<file path="config.mk">
export PLATFORM = sky130hd
export DESIGN_NAME = mrm_regbank
export DESIGN_NICKNAME = d
export VERILOG_FILES = /design/src/inc/mrm_pkg.sv /design/src/inc/mrm_res_if.sv /design/src/hw/mrm_regbank.sv /design/src/hw/mrm_capture.sv /design/src/hw/mrm_flags.sv
export SDC_FILE = /design/constraint.sdc
export NUM_CORES = 1
export LEC_CHECK = 0
export ABC_AREA = 1
export BUFFER_PORTS_ARGS = -buffer_cell sky130_fd_sc_hd__buf_2
export CAP_MARGIN = 15
export CORE_ASPECT_RATIO = 0.7
export CORE_UTILIZATION = 45
export DETAILED_ROUTE_END_ITERATION = 8
export GPL_TIMING_DRIVEN = 1
export PLACE_DENSITY_LB_ADDON = 0.3
export REMOVE_ABC_BUFFERS = 1
export SYNTH_ARGS = -nofsm -noshare
export SYNTH_HDL_FRONTEND = slang
export SYNTH_SLANG_ARGS = --single-unit
</file>
<file path="constraint.sdc">
create_clock -name sys_clk -period 3.7 [get_ports sys_clk]
set_input_delay 0.555 -clock sys_clk [delete_from_list [all_inputs] [get_ports sys_clk]]
set_output_delay 0.555 -clock sys_clk [all_outputs]
set_load 0.02 [all_outputs]
</file>
<file path="src/inc/mrm_pkg.sv">
// Package with register map constants and types of the result register bank.
package mrm_pkg;
  // ************************************************************
  // Register offsets
  // ************************************************************
  localparam logic [7:0] OFS_IDENT   = 8'h40;
  localparam logic [7:0] OFS_RSVD    = 8'h41;
  localparam logic [7:0] OFS_XLO     = 8'h42;
  localparam logic [7:0] OFS_XHI     = 8'h43;
  localparam logic [7:0] OFS_YLO     = 8'h44;
  localparam logic [7:0] OFS_YHI     = 8'h45;
  localparam logic [7:0] OFS_ZLO     = 8'h46;
  localparam logic [7:0] OFS_ZHI     = 8'h47;
  localparam logic [7:0] OFS_HLO     = 8'h48;
  localparam logic [7:0] OFS_HHI     = 8'h49;
  localparam logic [7:0] OFS_IFLAGS  = 8'h4A;
  localparam logic [7:0] OFS_PWR     = 8'h4B;
  localparam logic [7:0] OFS_OPCTL   = 8'h4C;
  localparam logic [7:0] OFS_INTEN   = 8'h4D;
  localparam logic [7:0] OFS_PINCFG  = 8'h4E;
  localparam logic [7:0] OFS_THRESH  = 8'h4F;
  localparam logic [7:0] OFS_XYREP   = 8'h51;
  localparam logic [7:0] OFS_ZREP    = 8'h52;
  // ************************************************************
  // Reset values and field positions
  // ************************************************************
  localparam logic [7:0] RST_ZERO    = 8'h00;
  localparam logic [7:0] RST_PWR     = 8'h01;
  localparam logic [7:0] RST_OPCTL   = 8'h06;
  localparam logic [7:0] RST_INTEN   = 8'h3F;
  localparam logic [7:0] RST_PINCFG  = 8'h07;
  localparam int         PWR_BIT     = 0;
  localparam int         SRST_LO_BIT = 1;
  localparam int         WIRE3_BIT   = 2;
  localparam int         SRST_HI_BIT = 7;
  localparam logic [7:0] PWR_WMASK   = 8'h87;
  localparam int         XY_W        = 13;
  localparam int         Z_W         = 15;
  localparam int         H_W         = 14;
  typedef enum logic [1:0] {
    MRM_SUSPEND = 2'b00,
    MRM_SLEEP   = 2'b01,
    MRM_SRESET  = 2'b10
  } mrm_pmode_t;
endpackage : mrm_pkg

</file>
<file path="src/inc/mrm_res_if.sv">
// Interface carrying one sample of results between the capture and top.
`timescale 1ns/100ps
interface mrm_res_if;
  logic [mrm_pkg::XY_W-1:0] x_val;
  logic [mrm_pkg::XY_W-1:0] y_val;
  logic [mrm_pkg::Z_W-1:0]  z_val;
  logic [mrm_pkg::H_W-1:0]  h_val;
  logic [2:0]               st_flags;
  logic                     ready;
  modport src (output x_val, y_val, z_val, h_val, st_flags, ready);
  modport dst (input  x_val, y_val, z_val, h_val, st_flags, ready);
endinterface : mrm_res_if

</file>
<file path="src/hw/mrm_regbank.sv">
// Top of the result register bank with the byte register port.
//
// Contract
// (RQ1) ID readable only with power bit set
// (RQ2) Read-only identity register at 0x40
// (RQ3) 0x41 reserved, no function
// (RQ4) X bits 4..0 in 0x42 bits 7..3
// (RQ5) X bits 12..5 in 0x43
// (RQ6) 0x42 bits 2 and 1 read zero
// (RQ7) 0x42 bit 0 x self-test, resets one
// (RQ8) Y bits 4..0 in 0x44, zeros
// (RQ9) 0x44 bit 0 y self-test, resets one
// (RQ10) Y bits 12..5 in 0x45
// (RQ11) Z fifteen bits over 0x46 and 0x47
// (RQ12) Hall fourteen bits, ready flag, 0x48/49
// (RQ13) XY repetitions register resets to zero
// (RQ14) Z repetitions register at 0x52
// (RQ15) Interrupt source flags held in 0x4A
// (RQ16) Soft reset needs both trigger bits
// (RQ17) Power bit selects suspend or sleep
// (RQ18) Writes to read-only registers ignored
// (RQ19) Host joins bytes as signed values
`timescale 1ns/100ps
module mrm_regbank #(
  parameter logic [7:0] IDENT_VALUE = 8'h5A // Arbitrary identity value.
) (
  input  wire logic                     sys_clk,
  input  wire logic                     sys_rst,
  input  wire logic                     reg_wr,
  input  wire logic                     reg_rd,
  input  wire logic [7:0]               reg_addr,
  input  wire logic [7:0]               reg_wdata,
  output logic      [7:0]               reg_rdata,
  input  wire logic                     smp_valid,
  input  wire logic [mrm_pkg::XY_W-1:0] smp_x,
  input  wire logic [mrm_pkg::XY_W-1:0] smp_y,
  input  wire logic [mrm_pkg::Z_W-1:0]  smp_z,
  input  wire logic [mrm_pkg::H_W-1:0]  smp_h,
  input  wire logic [2:0]               smp_st,
  input  wire logic [7:0]               int_evt,
  output logic                          sleep_mode,
  output logic                          three_wire_select,
  output logic      [7:0]               op_ctl,
  output logic      [7:0]               pin_cfg,
  output logic      [7:0]               thresh,
  output logic      [7:0]               xy_repetitions,
  output logic      [7:0]               z_repetitions
);
  // ************************************************************
  // Power mode and soft reset
  // ************************************************************
  mrm_pkg::mrm_pmode_t pm_r, pm_nxt;
  logic [7:0] pwr_r, pwr_nxt;
  logic [7:0] opc_r, opc_nxt, ien_r, ien_nxt, pin_r, pin_nxt;
  logic [7:0] thr_r, thr_nxt, rxy_r, rxy_nxt, rz_r, rz_nxt;
  logic [7:0] rdata_r, rdata_nxt;
  logic       wr_pwr, soft_clr, flags_rd;
  logic [7:0] flags;
  mrm_res_if  res ();

  assign wr_pwr = reg_wr && (reg_addr == mrm_pkg::OFS_PWR);

  always_comb begin
    pwr_nxt = pwr_r;
    pm_nxt  = pm_r;
    unique case (pm_r)
      mrm_pkg::MRM_SUSPEND: begin
        // (RQ17) Leave suspend on power bit.
        if (wr_pwr && reg_wdata[mrm_pkg::PWR_BIT]) begin
          pm_nxt = mrm_pkg::MRM_SLEEP;
        end
      end
      mrm_pkg::MRM_SLEEP: begin
        // (RQ16) Both trigger bits needed.
        if (wr_pwr && !reg_wdata[mrm_pkg::PWR_BIT]) begin
          pm_nxt = mrm_pkg::MRM_SUSPEND;
        end else if (wr_pwr && reg_wdata[mrm_pkg::SRST_HI_BIT]
                     && reg_wdata[mrm_pkg::SRST_LO_BIT]) begin
          pm_nxt = mrm_pkg::MRM_SRESET;
        end
      end
      mrm_pkg::MRM_SRESET: begin
        // Soft reset always lands in sleep mode.
        pm_nxt = mrm_pkg::MRM_SLEEP;
      end
      default: begin
        pm_nxt = mrm_pkg::MRM_SUSPEND;
      end
    endcase
    if (wr_pwr) begin
      pwr_nxt = reg_wdata & mrm_pkg::PWR_WMASK;
    end
    // (RQ16) Trigger bits self-clear.
    if (pm_r == mrm_pkg::MRM_SRESET) begin
      pwr_nxt[mrm_pkg::SRST_HI_BIT] = 1'b0;
      pwr_nxt[mrm_pkg::SRST_LO_BIT] = 1'b0;
    end
    // Suspend ignores soft reset, so the triggers never stick there.
    if (pm_r == mrm_pkg::MRM_SUSPEND || pm_nxt == mrm_pkg::MRM_SUSPEND) begin
      pwr_nxt[mrm_pkg::SRST_HI_BIT] = 1'b0;
      pwr_nxt[mrm_pkg::SRST_LO_BIT] = 1'b0;
    end
  end

  // Suspend and soft reset clear every register but the power one.
  assign soft_clr = (pm_r != mrm_pkg::MRM_SLEEP);

  always_ff @(posedge sys_clk) begin
    if (sys_rst) begin
      pm_r  <= mrm_pkg::MRM_SUSPEND;
      pwr_r <= mrm_pkg::RST_PWR;
    end else begin
      pm_r  <= pm_nxt;
      pwr_r <= pwr_nxt;
    end
  end

  // ************************************************************
  // Control registers
  // ************************************************************
  always_comb begin
    opc_nxt = opc_r;
    ien_nxt = ien_r;
    pin_nxt = pin_r;
    thr_nxt = thr_r;
    rxy_nxt = rxy_r;
    rz_nxt  = rz_r;
    if (reg_wr && !soft_clr) begin
      unique case (reg_addr)
        mrm_pkg::OFS_OPCTL:  opc_nxt = reg_wdata;
        mrm_pkg::OFS_INTEN:  ien_nxt = reg_wdata;
        mrm_pkg::OFS_PINCFG: pin_nxt = reg_wdata;
        mrm_pkg::OFS_THRESH: thr_nxt = reg_wdata;
        // (RQ13) XY repetition write.
        mrm_pkg::OFS_XYREP:  rxy_nxt = reg_wdata;
        // (RQ14) Z repetition write.
        mrm_pkg::OFS_ZREP:   rz_nxt  = reg_wdata;
        // (RQ18) Read-only writes dropped.
        default: begin
        end
      endcase
    end
    if (soft_clr) begin
      opc_nxt = mrm_pkg::RST_OPCTL;
      ien_nxt = mrm_pkg::RST_INTEN;
      pin_nxt = mrm_pkg::RST_PINCFG;
      thr_nxt = mrm_pkg::RST_ZERO;
      rxy_nxt = mrm_pkg::RST_ZERO;
      rz_nxt  = mrm_pkg::RST_ZERO;
    end
  end

  always_ff @(posedge sys_clk) begin
    if (sys_rst) begin
      opc_r <= mrm_pkg::RST_OPCTL;
      ien_r <= mrm_pkg::RST_INTEN;
      pin_r <= mrm_pkg::RST_PINCFG;
      thr_r <= mrm_pkg::RST_ZERO;
      rxy_r <= mrm_pkg::RST_ZERO;
      rz_r  <= mrm_pkg::RST_ZERO;
    end else begin
      opc_r <= opc_nxt;
      ien_r <= ien_nxt;
      pin_r <= pin_nxt;
      thr_r <= thr_nxt;
      rxy_r <= rxy_nxt;
      rz_r  <= rz_nxt;
    end
  end

  // ************************************************************
  // Results and flags
  // ************************************************************
  mrm_capture u_capture (
    .sys_clk   (sys_clk),
    .sys_rst   (sys_rst),
    .clr       (soft_clr),
    .smp_valid (smp_valid && (pm_r == mrm_pkg::MRM_SLEEP)),
    .smp_x     (smp_x),
    .smp_y     (smp_y),
    .smp_z     (smp_z),
    .smp_h     (smp_h),
    .smp_st    (smp_st),
    .ready_clr (reg_rd && (reg_addr == mrm_pkg::OFS_HLO)),
    .res       (res)
  );

  assign flags_rd = reg_rd && (reg_addr == mrm_pkg::OFS_IFLAGS);

  // (RQ15) Per-source status flags.
  mrm_flags u_flags (
    .sys_clk (sys_clk),
    .sys_rst (sys_rst),
    .clr     (soft_clr),
    .evt     (int_evt),
    .enables (ien_r),
    .rd_clr  (flags_rd),
    .flags   (flags)
  );

  // ************************************************************
  // Read decode
  // ************************************************************
  always_comb begin
    rdata_nxt = rdata_r;
    if (reg_rd) begin
      unique case (reg_addr)
        // (RQ1) ID gated by power bit.
        // (RQ2) Fixed identity value.
        mrm_pkg::OFS_IDENT: rdata_nxt = pwr_r[mrm_pkg::PWR_BIT] ?
                                        IDENT_VALUE : mrm_pkg::RST_ZERO;
        // (RQ4) X low bits packed.
        // (RQ6) Fixed zero bits.
        // (RQ7) X self-test flag.
        mrm_pkg::OFS_XLO: rdata_nxt = {res.x_val[4:0], 2'b00,
                                       res.st_flags[0]};
        // (RQ5) X high bits.
        mrm_pkg::OFS_XHI: rdata_nxt = res.x_val[12:5];
        // (RQ8) Y low bits packed.
        // (RQ9) Y self-test flag.
        mrm_pkg::OFS_YLO: rdata_nxt = {res.y_val[4:0], 2'b00,
                                       res.st_flags[1]};
        // (RQ10) Y high bits.
        mrm_pkg::OFS_YHI: rdata_nxt = res.y_val[12:5];
        // (RQ11) Z split over two bytes.
        mrm_pkg::OFS_ZLO: rdata_nxt = {res.z_val[6:0], res.st_flags[2]};
        mrm_pkg::OFS_ZHI: rdata_nxt = res.z_val[14:7];
        // (RQ12) Hall with ready flag.
        mrm_pkg::OFS_HLO: rdata_nxt = {res.h_val[5:0], 1'b0, res.ready};
        mrm_pkg::OFS_HHI: rdata_nxt = res.h_val[13:6];
        mrm_pkg::OFS_IFLAGS: rdata_nxt = flags;
        mrm_pkg::OFS_PWR:    rdata_nxt = pwr_r;
        mrm_pkg::OFS_OPCTL:  rdata_nxt = opc_r;
        mrm_pkg::OFS_INTEN:  rdata_nxt = ien_r;
        mrm_pkg::OFS_PINCFG: rdata_nxt = pin_r;
        mrm_pkg::OFS_THRESH: rdata_nxt = thr_r;
        mrm_pkg::OFS_XYREP:  rdata_nxt = rxy_r;
        mrm_pkg::OFS_ZREP:   rdata_nxt = rz_r;
        // (RQ3) Reserved reads zero.
        default: rdata_nxt = mrm_pkg::RST_ZERO;
      endcase
    end
  end

  always_ff @(posedge sys_clk) begin
    if (sys_rst) begin
      rdata_r <= mrm_pkg::RST_ZERO;
    end else begin
      rdata_r <= rdata_nxt;
    end
  end

  assign reg_rdata         = rdata_r;
  assign sleep_mode        = (pm_r == mrm_pkg::MRM_SLEEP);
  assign three_wire_select = pwr_r[mrm_pkg::WIRE3_BIT];
  assign op_ctl            = opc_r;
  assign pin_cfg           = pin_r;
  assign thresh            = thr_r;
  assign xy_repetitions    = rxy_r;
  assign z_repetitions     = rz_r;
endmodule : mrm_regbank

</file>
<file path="src/hw/mrm_capture.sv">
// Result capture stage holding the latest sample and the ready flag.
`timescale 1ns/100ps
module mrm_capture (
  input  wire logic                     sys_clk,
  input  wire logic                     sys_rst,
  input  wire logic                     clr,
  input  wire logic                     smp_valid,
  input  wire logic [mrm_pkg::XY_W-1:0] smp_x,
  input  wire logic [mrm_pkg::XY_W-1:0] smp_y,
  input  wire logic [mrm_pkg::Z_W-1:0]  smp_z,
  input  wire logic [mrm_pkg::H_W-1:0]  smp_h,
  input  wire logic [2:0]               smp_st,
  input  wire logic                     ready_clr,
  mrm_res_if.src                        res
);
  logic [mrm_pkg::XY_W-1:0] x_r, x_nxt, y_r, y_nxt;
  logic [mrm_pkg::Z_W-1:0]  z_r, z_nxt;
  logic [mrm_pkg::H_W-1:0]  h_r, h_nxt;
  logic [2:0]               st_r, st_nxt;
  logic                     rdy_r, rdy_nxt;

  always_comb begin
    x_nxt   = x_r;
    y_nxt   = y_r;
    z_nxt   = z_r;
    h_nxt   = h_r;
    st_nxt  = st_r;
    rdy_nxt = rdy_r;
    // A new sample wins over a host clear in the same cycle.
    if (ready_clr) begin
      rdy_nxt = 1'b0;
    end
    if (smp_valid) begin
      x_nxt   = smp_x;
      y_nxt   = smp_y;
      z_nxt   = smp_z;
      h_nxt   = smp_h;
      st_nxt  = smp_st;
      rdy_nxt = 1'b1;
    end
    if (clr) begin
      x_nxt   = '0;
      y_nxt   = '0;
      z_nxt   = '0;
      h_nxt   = '0;
      st_nxt  = 3'h7;
      rdy_nxt = 1'b0;
    end
  end

  always_ff @(posedge sys_clk) begin
    if (sys_rst) begin
      x_r   <= '0;
      y_r   <= '0;
      z_r   <= '0;
      h_r   <= '0;
      st_r  <= 3'h7;
      rdy_r <= 1'b0;
    end else begin
      x_r   <= x_nxt;
      y_r   <= y_nxt;
      z_r   <= z_nxt;
      h_r   <= h_nxt;
      st_r  <= st_nxt;
      rdy_r <= rdy_nxt;
    end
  end

  assign res.x_val    = x_r;
  assign res.y_val    = y_r;
  assign res.z_val    = z_r;
  assign res.h_val    = h_r;
  assign res.st_flags = st_r;
  assign res.ready    = rdy_r;
endmodule : mrm_capture

</file>
<file path="src/hw/mrm_flags.sv">
// Sticky interrupt source flags, set by events and cleared on read.
`timescale 1ns/100ps
module mrm_flags (
  input  wire logic       sys_clk,
  input  wire logic       sys_rst,
  input  wire logic       clr,
  input  wire logic [7:0] evt,
  input  wire logic [7:0] enables,
  input  wire logic       rd_clr,
  output logic      [7:0] flags
);
  logic [7:0] flags_r, flags_nxt;

  always_comb begin
    flags_nxt = flags_r;
    if (rd_clr) begin
      flags_nxt = mrm_pkg::RST_ZERO;
    end
    // Set beats the read clear so no event is lost.
    flags_nxt = flags_nxt | (evt & enables);
    if (clr) begin
      flags_nxt = mrm_pkg::RST_ZERO;
    end
  end

  always_ff @(posedge sys_clk) begin
    if (sys_rst) begin
      flags_r <= mrm_pkg::RST_ZERO;
    end else begin
      flags_r <= flags_nxt;
    end
  end

  assign flags = flags_r;
endmodule : mrm_flags

</file>
Word level (Yosys, flattened, before mapping)
Cells that the tools add are included.
Storage, ports and cells
  bits in registers: 129
  latch bits: 0
  memory bits (writable): 0
  ROM bits: 0
  input bits: 87
  output and inout bits: 50
  memories kept: 0
Cells by class
  $add $sub $neg: 0
  $mul: 0
  divide/modulo/power cells: 0
  magnitude comparators: 0
  equality and inequality tests: 20
  shift-type cells: 0
  mux-type cells: 9
  bitwise logic cells: 2
  reduce and logical (&&, ||, !) cells: 23
Operators by type and width (count)
  == test 8 x 7 -> 1 bit (second input constant): 17
  one-hot mux 8 bit (17 select lines): 1
  AND reduction 2 bit: 6
  logical AND 1 bit: 9
  bitwise AND 8 bit: 1
  2-to-1 mux 8 bit: 1
  OR 8 bit: 1
  2-to-1 mux 7 bit: 1
  2-to-1 mux 2 bit: 3
  one-hot mux 2 bit (3 select lines): 1
  zero test 2 bit: 2
  OR reduction 3 bit: 1
  == test 2 x 1 -> 1 bit (second input constant): 1
  == test 2 bit (second input constant): 1
  zero test 1 bit: 2
  2-to-1 mux 1 bit: 2
  != test 2 x 1 -> 1 bit (second input constant): 1
  nonzero test 2 bit: 1
  OR reduction 2 bit: 1
  logical OR 1 bit: 1

Depth between registers and ports, before layout
Gate-level depths: netlist of run 1.
  depth in word-level cells: 10
  gate-level depth with buffers: 11

Modules after synthesis
A second synthesis of run 1 with hierarchy kept.
Unflattened totals
  cell total of the unflattened synthesis: 852
  area total of the unflattened synthesis: 5958.2 µm²
By module, submodules not included
  mrm_regbank: instances 1, cells an instance 556, area each 3533.4 µm², seq. area each 1241.2 µm²
  mrm_capture: instances 1, cells an instance 260, area each 2147.1 µm², seq. area each 1181.1 µm²
  mrm_flags: instances 1, cells an instance 36, area each 277.8 µm², seq. area each 160.2 µm²

Least setup slack after synthesis of run 1
OpenSTA, ideal clock, no wires.
  kind: input-to-reg
  start: input reg_addr[5]
  end: register pm_r[0]
  library setup time: 0.132 ns
  data arrival time: 1.450 ns
  setup slack: 2.118 ns
  stages: 9
  path buffers: 1
  cells stage by stage: inv_1 -> nand2_1 -> nor2_4 -> buf_2 -> nand3_2 -> inv_1 -> nand3_1 -> nand3_1 -> a21oi_1
Between the ends
  cells in the longest elaborated chain, start to end: 7
  elaborated cells between the ends (all ways): 10
RTL lines
  start: declaration: RTL line mrm_regbank.sv:31  | input wire logic [7:0] reg_addr,
  == test 8 x 7 -> 1 bit *: RTL line mrm_regbank.sv:61  | assign wr_pwr = reg_wr && (reg_addr == mrm_pkg::OFS_PWR);
  logical AND 1 bit *: RTL line mrm_regbank.sv:61
  logical AND 1 bit: RTL line mrm_regbank.sv:77  | end else if (wr_pwr && reg_wdata[mrm_pkg::SRST_HI_BIT]
  logical AND 1 bit: RTL line mrm_regbank.sv:78  | && reg_wdata[mrm_pkg::SRST_LO_BIT]) begin
  2-to-1 mux 2 bit: RTL line mrm_regbank.sv:77
  2-to-1 mux 2 bit: RTL line mrm_regbank.sv:75  | if (wr_pwr && !reg_wdata[mrm_pkg::PWR_BIT]) begin
  one-hot mux 2 bit (3 select lines) *: RTL line mrm_regbank.sv:66  | unique case (pm_r)
  end signal: assignment: RTL line mrm_regbank.sv:110  | pm_r <= mrm_pkg::MRM_SUSPEND;
  end signal: assignment: RTL line mrm_regbank.sv:113  | pm_r <= pm_nxt;
  end: declaration: RTL line mrm_regbank.sv:52  | mrm_pkg::mrm_pmode_t pm_r, pm_nxt;
Mark *: on every way between the ends. The rest lies on a longest branch, timed or not.
A chain may end at the register's enable or synchronous reset.

Worst setup path in the final report of run 1
  start: register pm_r[0]
  end: register u_capture.y_r, in the netlist u_capture.res.y_val[0]
Between the ends
  cells in the longest elaborated chain, start to end: 2
  elaborated cells between the ends (all ways): 4
RTL lines
  != test 2 x 1 -> 1 bit / == test 2 x 1 -> 1 bit (equally long branches): RTL line mrm_regbank.sv:106, mrm_regbank.sv:178
  OR reduction 2 bit (no line) / logical AND 1 bit (equally long branches)
  end signal: assignment: RTL line mrm_capture.sv:61  | y_r <= y_nxt;
  end: declaration: RTL line mrm_capture.sv:16  | logic [mrm_pkg::XY_W-1:0] x_r, x_nxt, y_r, y_nxt;
Several ways; a longest one is shown, not always the timed one.

==> run_results.csv, run 1 <==
group,metric,value,unit
timing,setup_violations,0,
synthesis,netlist_instances,838,
clocking,cts.sinks,129,
layout,utilization,57.6,%
timing,clock.fmax,0.493,GHz
timing,tightestPinTransition,0.969,ns
synthesis,yosys.area.top_type,"dfxtp_1",
layout,drive_above_1_share,21.9,%
power_and_ir_drop,total_power,3.33,mW
layout,area_growth,23.6,%
layout,finalInstanceArea,7210,sq um
clocking,clkTransAtPathRegs,0.06,ns
floorplanning,num_rows,34,
timing,hold_viol,0,
run_status,status,"complete, no violations",
timing,worst_clock_skew,0.00985,ns
critical_path,crit_fanout,100,
global_routing,grt_antenna_before_repair,0,
floorplanning,start_util,46.6,%
synthesis,synth_top_area_share,44.3,%
global_routing,grt_first_pass_wirelength,28.9,mm
power_and_ir_drop,p_per_area,462,nW/um^2
detailed_routing,dr_total_vias,6091,
global_routing,grt_pass1_vias,5493,
clocking,cts-root-buf,"clkbuf_16",
critical_path,cp.arrival,2.37,ns
synthesis,synth.area.top_cells,"dfxtp_1 44%, nand3_1 10%, nor2_1 9.5%",
timing,finalCritPeriodShare,54.8,%
layout,antennaDiodeCount,0,
synthesis,syn_area,5830,sq um
detailed_routing,drt_first_pass_iters,5,
critical_path,start_kind,"register",
global_routing,track_usage,27.0,%
run,maxCapViolCount,0,
timing,relSlewSlack,35.3,%
timing,whs,0.343,ns
clocking,cts.htree.levels,4,
timing,slew_viol_final,0,
power_and_ir_drop,vdd.ir_drop.worst,341,uV
timing,rsz0062_at_grt,"no",
floorplanning,die_w,138,microns
clocking,numCtsBuffers,17,
global_routing,overflow,0,
placed_design,place_congestion,0.852,
floorplanning,pin_count,137,
detailed_routing,drc,0,
timing,tns,0,ns
detailed_routing,routed_wl,18.0,mm
power_and_ir_drop,p_leak,3.13,nW
detailed_routing,via_per_inst,5.38,
global_routing,grt_max_degree,106,
layout,final_common_cell,"nor2_1",
clocking,clockBufferDepth,2,
clocking,clk_latency,0.42,ns
synthesis,synth_cell_types,24,
critical_path,cp_data_required_time,4.04,ns
layout,nets,1044,
clocking,ctsResizeCount,0,
clocking,postCtsSetupBuffers,0,
clocking,ctsHoldBuffers,0,
floorplanning,die-area,13400,sq um
placed_design,dp_hpwl,12.1,mm
layout,final_cell_mix,"146 x nor2_1, 136 x buf_2, 134 x nand2_1",
detailed_routing,antenna_left,0,
synthesis,seq_area_frac_synth,44.3,%
detailed_routing,wl_per_cell,15.9,microns
critical_path,cp-end-kind,"register",
detailed_routing,drtIter0Drc,634,
placed_design,place.port_buffers,136,
floorplanning,coreArea,12500,sq um
floorplanning,dieHeight,97.2,microns
critical_path,path_class,"register to register",
placed_design,placed_area,6570,sq um
worst_hold_path,hold_class,"primary input to register",
synthesis,synth_seq_cells,129,
clocking,cts_tree,"done",
synthesis,yosysWarnings,0,
synthesis,synth.avg_cell_area,6.96,sq um
timing,period_needed,2.03,ns
## Yosys cell counts
master	n
nor2_1	147
nand2_1	134
dfxtp_1	129
nand3_1	117
o21ai_0	92
a21oi_1	61
inv_1	48
clkbuf_1	22
nand4_1	13
o21ai_1	13
buf_2	10
nor2_2	10
inv_2	9
nor2_4	7
nand2_2	6
buf_4	5
nand3_2	4
o211ai_1	3
buf_1	2
buf_6	2
clkinv_1	1
nand2_4	1
nand3_4	1
o21bai_1	1
## worst paths after layout
path | startpoint | to | slack [ns] | cells after the start
worst max-delay path | pm_r[0] | u_capture.res.y_val[0] | 1.67 | 7
worst min register to register | u_flags.flags[5] | u_flags.flags[5] | 0.46 | 2
worst max register to register | pm_r[0] | u_capture.res.y_val[0] | 1.67 | 7
worst min-delay path | smp_h[12] | u_capture.res.h_val[12] | 0.34 | 3
## routing by layer
layer	track usage [%]	wire length, microns
met3	5.57	1690
met2	37.2	7550
met1	41.8	8640
met5	0	0
met4	7.10	122
## kinds of logic after synthesis
kind of cell	synth area share [%]
AOI/OAI and AO/OA	14.8
buffers and inverters	7.17
DFF	44.3
and+or+nand+nor	33.8
## worst max-delay path, stage by stage (launching register included)
cell,delay (ns)
dfxtp_1,0.31
inv_1,0.05
nor2_2,0.18
inv_1,0.14
nor2_4,0.11
buf_4,0.70
o21ai_0,0.26
nor2_1,0.16
## registers in the layout (all words and copies together) (netlist names), 13 cells and up
signal               count
u_capture.res.z_val     15
u_capture.res.h_val     14
u_capture.res.x_val     13
u_capture.res.y_val     13
## through the flow
step,worst slack [ns],instances
6_report,1.67,1132
5_1_grt,1.44,1132
4_1_cts,1.70,1132
3_5_place_dp,1.57,1100
3_3_place_gp,1.62,1100
2_1_floorplan,-0.384,797
## area by class of cell
class                      count  area [sq um]
timing repair buffer         141           731
fill                        1224          5300
clock inverter                13           185
clock buffer                  19           453
sequential                   129          2580
inverter                      58           218
tap                          162           203
multi-input combinational    610          2840
## report_power, final
group / internal (mW) / leakage (nW) / switching, mW
clock network: 1.16 / 0.297 / 0.642
registers: 1.39 / 1.04 / 0.000420
logic: 0.0450 / 1.79 / 0.0899
No activity file was read; power rests on OpenSTA's default activity.
==> run 2: changes to the inputs <==
Clock period 3.7 ns to 1.7 ns, I/O delays scaled along.
==> run_results.csv, run 2 (synthesis results as in run 1) <==
group,metric,value,unit
layout,nets,1070,
layout,multi_input_area,2850,sq um
timing,finalCritPeriodShare,92.4,%
detailed_routing,drt_first_pass_iters,5,
power_and_ir_drop,total_power,6.76,mW
clocking,clk_latency,0.42,ns
layout,finalInstanceArea,7400,sq um
timing,clock.fmax,0.637,GHz
floorplanning,start_util,46.6,%
critical_path,cp.arrival,1.87,ns
clocking,cts.htree.levels,4,
worst_hold_path,hold_class,"primary input to register",
timing,worst_clock_skew,0.00580,ns
power_and_ir_drop,p_leak,3.25,nW
floorplanning,coreArea,12500,sq um
global_routing,overflow,0,
global_routing,met1_usage,41.4,%
layout,layout.cells.non_filler,1158,
global_routing,grt_max_degree,50,
clocking,numCtsBuffers,17,
global_routing,grtUsageMet3,6.41,%
placed_design,place_congestion,0.853,
layout,largest_reg_flops,15,
layout,utilization,59.1,%
critical_path,critPathLaunch,"pm_r[0]",
detailed_routing,via_per_inst,5.27,
layout,area_growth,26.9,%
critical_path,start_kind,"register",
worst_hold_path,hold_end,"u_capture.res.h_val[3]",
critical_path,r2r_cells,8,
placed_design,dp_hpwl,12.9,mm
clocking,cts-root-buf,"clkbuf_16",
placed_design,place_ws,0.0196,ns
critical_path,path_class,"register to register",
critical_path,crit_fanout,10,
power_and_ir_drop,vdd.ir_drop.worst,664,uV
critical_path,crit_chain,"inv_1 > nor2_2 > nand2_1 > inv_4 > nand3_1 > buf_4 > o21ai_0 > a21oi_1",
timing,hold_viol,0,
layout,final_cell_mix,"146 x nor2_1, 136 x buf_2, 134 x nand2_1",
global_routing,grt-busiest-layer,"met1",
timing,relSlewSlack,54.6,%
layout,drive_above_1_share,23.6,%
floorplanning,dieHeight,97.2,microns
floorplanning,die-area,13400,sq um
global_routing,gr-usage-met2,37.7,%
placed_design,place.port_buffers,136,
clocking,postCtsSetupBuffers,0,
global_routing,grt_first_pass_wirelength,28.7,mm
timing,period_needed,1.57,ns
critical_path,rrSetupSlack,0.13,ns
run,maxCapViolCount,0,
layout,final_common_cell,"nor2_1",
layout,fill_cells,1209,
critical_path,slowest_stage,"dfxtp_1",
floorplanning,die_w,138,microns
critical_path,crit_family,"simple AND/OR/NAND/NOR gates",
timing,setup_violations,0,
critical_path,cp_data_required_time,2.00,ns
worst_hold_path,holdPathStages,3,
placed_design,placed_area,6830,sq um
critical_path,critPathBufInv,3,
floorplanning,num_rows,34,
clocking,clockBufferDepth,2,
critical_path,timing.rr.start,"pm_r[0]",
global_routing,grt_antenna_before_repair,0,
run_status,status,"complete, no violations",
clocking,clkTransAtPathRegs,0.06,ns
power_and_ir_drop,p_per_area,914,nW/um^2
layout,antennaDiodeCount,0,
clocking,cts.sinks,129,
timing,tightestPinTransition,0.678,ns
floorplanning,pin_count,137,
worst_hold_path,worstHoldStart,"smp_h[3]",
placed_design,dp.cells,1126,
critical_path,reg2reg_to,"z_repetitions[7]",
global_routing,grt_pass1_vias,5467,
timing,layout_setup_ws,0.129,ns
timing,slew_viol_final,0,
global_routing,track_usage,27.3,%
critical_path,cp-end-kind,"register",
detailed_routing,routed_wl,18.0,mm
clocking,cts_tree,"done",
detailed_routing,drc,0,
detailed_routing,wl_per_cell,15.5,microns
detailed_routing,drtIter0Drc,593,
critical_path,worst_path_largest_cell_delay,0.30,ns
layout,seqCellArea,2580,sq um
timing,tns,0,ns
timing,whs,0.0406,ns
detailed_routing,antenna_left,0,
detailed_routing,dr_total_vias,6108,
run 2: cell count changes in the layout (fill, tap and decap cells not counted), moves of 3 or more:
cell and delta:
clkinv_2 +3, buf_4 +21, bufinv_16 -3, buf_12 +5, clkbuf_1 +3
run 2: power breakdown:
group / total (mW) / internal, mW / leakage, nW / switching [mW]
Combinational: 0.308 / 0.113 / 1.94 / 0.194
Clock: 3.43 / 2.07 / 0.266 / 1.35
Sequential: 3.03 / 3.03 / 1.04 / 0.000876
run 2: area by class of cell:
type | count | area share (%)
Tap cell | 162 | 2.74
Multi-Input combinational cell | 610 | 38.6
Inverter | 58 | 2.98
Sequential cell | 129 | 34.9
Clock buffer | 22 | 6.28
Timing Repair Buffer | 167 | 13.4
Clock inverter | 10 | 1.17
run 2: per-layer routing:
layer | routed length (microns) | share of wire, %
met5 | 0 | 0
met4 | 204 | 1.1
met3 | 1850 | 10
met2 | 7380 | 41
met1 | 8540 | 48
run 2: worst max path at each step:
stage | to | slack [ns] | cells after the start
after global placement | reg_rdata[1] | 0.03 | 8
after CTS | xy_repetitions[0] | 0.14 | 7
after floorplan | ien_r[6] | -2.38 | 6
after global routing | z_repetitions[7] | -0.002 | 8
final | z_repetitions[7] | 0.13 | 8
after detailed placement | reg_rdata[7] | 0.02 | 11
run 2: timing repair:
| action | CTS | global route |
|---|---|---|
| resized for setup | 0 | 3 |
| hold buffers | 0 | 0 |
| setup endpoints to repair | 0 | 7 |
run 2: worst reg2reg max path: stages, from the launching register on:
cell and delay [ns]:
dfxtp_1 0.30, inv_1 0.05, nor2_2 0.14, nand2_1 0.17
inv_4 0.17, nand3_1 0.12, buf_4 0.20, o21ai_0 0.23
a21oi_1 0.07
==> run 3: changes to the inputs <==
Settings changed: CORE_UTILIZATION 45 to 49.
==> run_results.csv, run 3 (synthesis results as in run 1) <==
group,metric,value,unit
timing,whs,0.0426,ns
power_and_ir_drop,pwr-share-clk,54.1,%
global_routing,grt_pass1_vias,5664,
placed_design,dp_hpwl,12.7,mm
global_routing,grt_first_pass_wirelength,29.0,mm
floorplanning,num_rows,32,
global_routing,overflow,0,
layout,area_growth,28.2,%
critical_path,crit_chain,"inv_1 > nor2_2 > nand2_1 > inv_4 > nand3_2 > o21ai_0 > a21oi_1",
critical_path,cp-end-kind,"register",
placed_design,place_congestion,0.900,
timing,rsz0062_at_grt,"no",
detailed_routing,antenna_left,0,
layout,final_cell_mix,"146 x nor2_1, 136 x buf_2, 134 x nand2_1",
detailed_routing,dr_total_vias,6244,
timing,slew_viol_final,0,
layout,layout.cells.non_filler,1151,
critical_path,cp.arrival,1.90,ns
timing,worst_clock_skew,0.00469,ns
clocking,cts.htree.levels,4,
detailed_routing,drc,0,
timing,layout_setup_ws,0.0963,ns
placed_design,place_ws,0.0391,ns
clocking,postCtsSetupBuffers,0,
layout,finalInstanceArea,7480,sq um
clocking,numCtsBuffers,17,
detailed_routing,wl_per_cell,15.7,microns
power_and_ir_drop,p_sw_share,21.1,%
timing,clock.fmax,0.624,GHz
layout,fill_cells,1008,
timing,setup_violations,0,
placed_design,place.port_buffers,136,
run,maxCapViolCount,0,
layout,antennaDiodeCount,0,
critical_path,slowest_stage,"dfxtp_1",
layout,nets,1073,
placed_design,placed_area,6830,sq um
timing,tightestPinTransition,0.653,ns
power_and_ir_drop,intPower,5.74,mW
clocking,clkTransAtPathRegs,0.06,ns
timing,relSlewSlack,56.3,%
floorplanning,coreArea,11300,sq um
placed_design,dp.cells,1120,
floorplanning,start_util,51.6,%
clocking,cts_tree,"done",
clocking,clk_latency,0.41,ns
power_and_ir_drop,p_per_area,973,nW/um^2
global_routing,grt_max_degree,60,
power_and_ir_drop,vdd.ir_drop.worst,732,uV
detailed_routing,drt_first_pass_iters,5,
floorplanning,dieHeight,93.3,microns
layout,drive_above_1_share,23.9,%
floorplanning,die-area,12300,sq um
power_and_ir_drop,p_leak,3.30,nW
clocking,cts-root-buf,"clkbuf_16",
clocking,cts.sinks,129,
timing,hold_viol,0,
floorplanning,pin_count,137,
run_status,status,"complete, no violations",
critical_path,cp_data_required_time,1.99,ns
worst_hold_path,hold_class,"primary input to register",
detailed_routing,routed_wl,18.1,mm
power_and_ir_drop,power_frac_comb,4.3,%
critical_path,worst_path_largest_cell_delay,0.30,ns
global_routing,grt_antenna_before_repair,0,
critical_path,start_kind,"register",
power_and_ir_drop,switching_power,1.53,mW
detailed_routing,drtIter0Drc,705,
layout,largest_reg_flops,15,
global_routing,track_usage,30.2,%
clocking,clockBufferDepth,2,
critical_path,path_class,"register to register",
timing,period_needed,1.60,ns
timing,finalCritPeriodShare,94.3,%
layout,final_common_cell,"nor2_1",
critical_path,crit_fanout,16,
floorplanning,die_w,132,microns
power_and_ir_drop,seq_power_share,41.6,%
detailed_routing,via_per_inst,5.42,
-- run 3: final timing paths --
path | endpoint | from | slack [ns] | depth (start not counted)
worst min-delay path | u_capture.res.y_val[12] | smp_y[12] | 0.04 | 3
worst max-delay path | xy_repetitions[2] | pm_r[0] | 0.1 | 7
worst min register to register | u_capture.res.h_val[11] | u_capture.res.h_val[11] | 0.46 | 2
worst max register to register | xy_repetitions[2] | pm_r[0] | 0.1 | 7
-- run 3: through the flow --
stage               utilization, %  power, mW  setup TNS, ns
CTS                           66.1       7.27              0
floorplan                        -       3.18        -226.62
global route                  66.2       7.45              0
detailed placement            60.5       3.40              0
global placement              60.5       3.39              0
finish                        66.2       7.27              0
-- run 3: routing by layer --
layer	share of wire [%]	track usage, %	wire, microns	vias up
li1	-	-	-	3066
met1	47	44.8	8550	2853
met2	41	42.8	7350	295
met3	10	6.99	1840	30
met4	1.7	9.00	310	0
met5	0	0	0	-
-- run 3: layout make-up --
type | instances | area, sq um | share of cell area, %
clock buffer | 22 | 484 | 6.48
multi-input combinational | 610 | 2850 | 38.1
sequential | 129 | 2580 | 34.5
clock inverter | 9 | 154 | 2.06
tap | 153 | 191 | 2.56
timing repair buffer | 170 | 998 | 13.4
inverter | 58 | 220 | 2.95
-- run 3: worst max-delay path, delay by kind of cell, from the launching register on --
| kind | cells | cell delay [ns] |
|---|---|---|
| buffers and inverters | 2 | 0.21 |
| and+or+nand+nor | 3 | 0.61 |
| AOI/OAI and AO/OA | 2 | 0.34 |
| DFF | 1 | 0.30 |
-- run 3: what timing repair did --
| action | 4_1_cts | 5_1_grt |
|---|---|---|
| setup endpoints to repair | 0 | 7 |
| gates resized for setup | 0 | 2 |
| hold buffers | 0 | 0 |
| endpoints found under the hold margin | 0 | 0 |
-- run 3: power by group through the flow --
stage	combinational [mW]	sequential, mW	clock, mW
final	0.313	3.03	3.93
after CTS	0.306	3.03	3.93
after global routing	0.339	3.02	4.09
after global placement	0.302	3.09	0
after detailed placement	0.304	3.09	0
after floorplan	0.0908	3.09	0
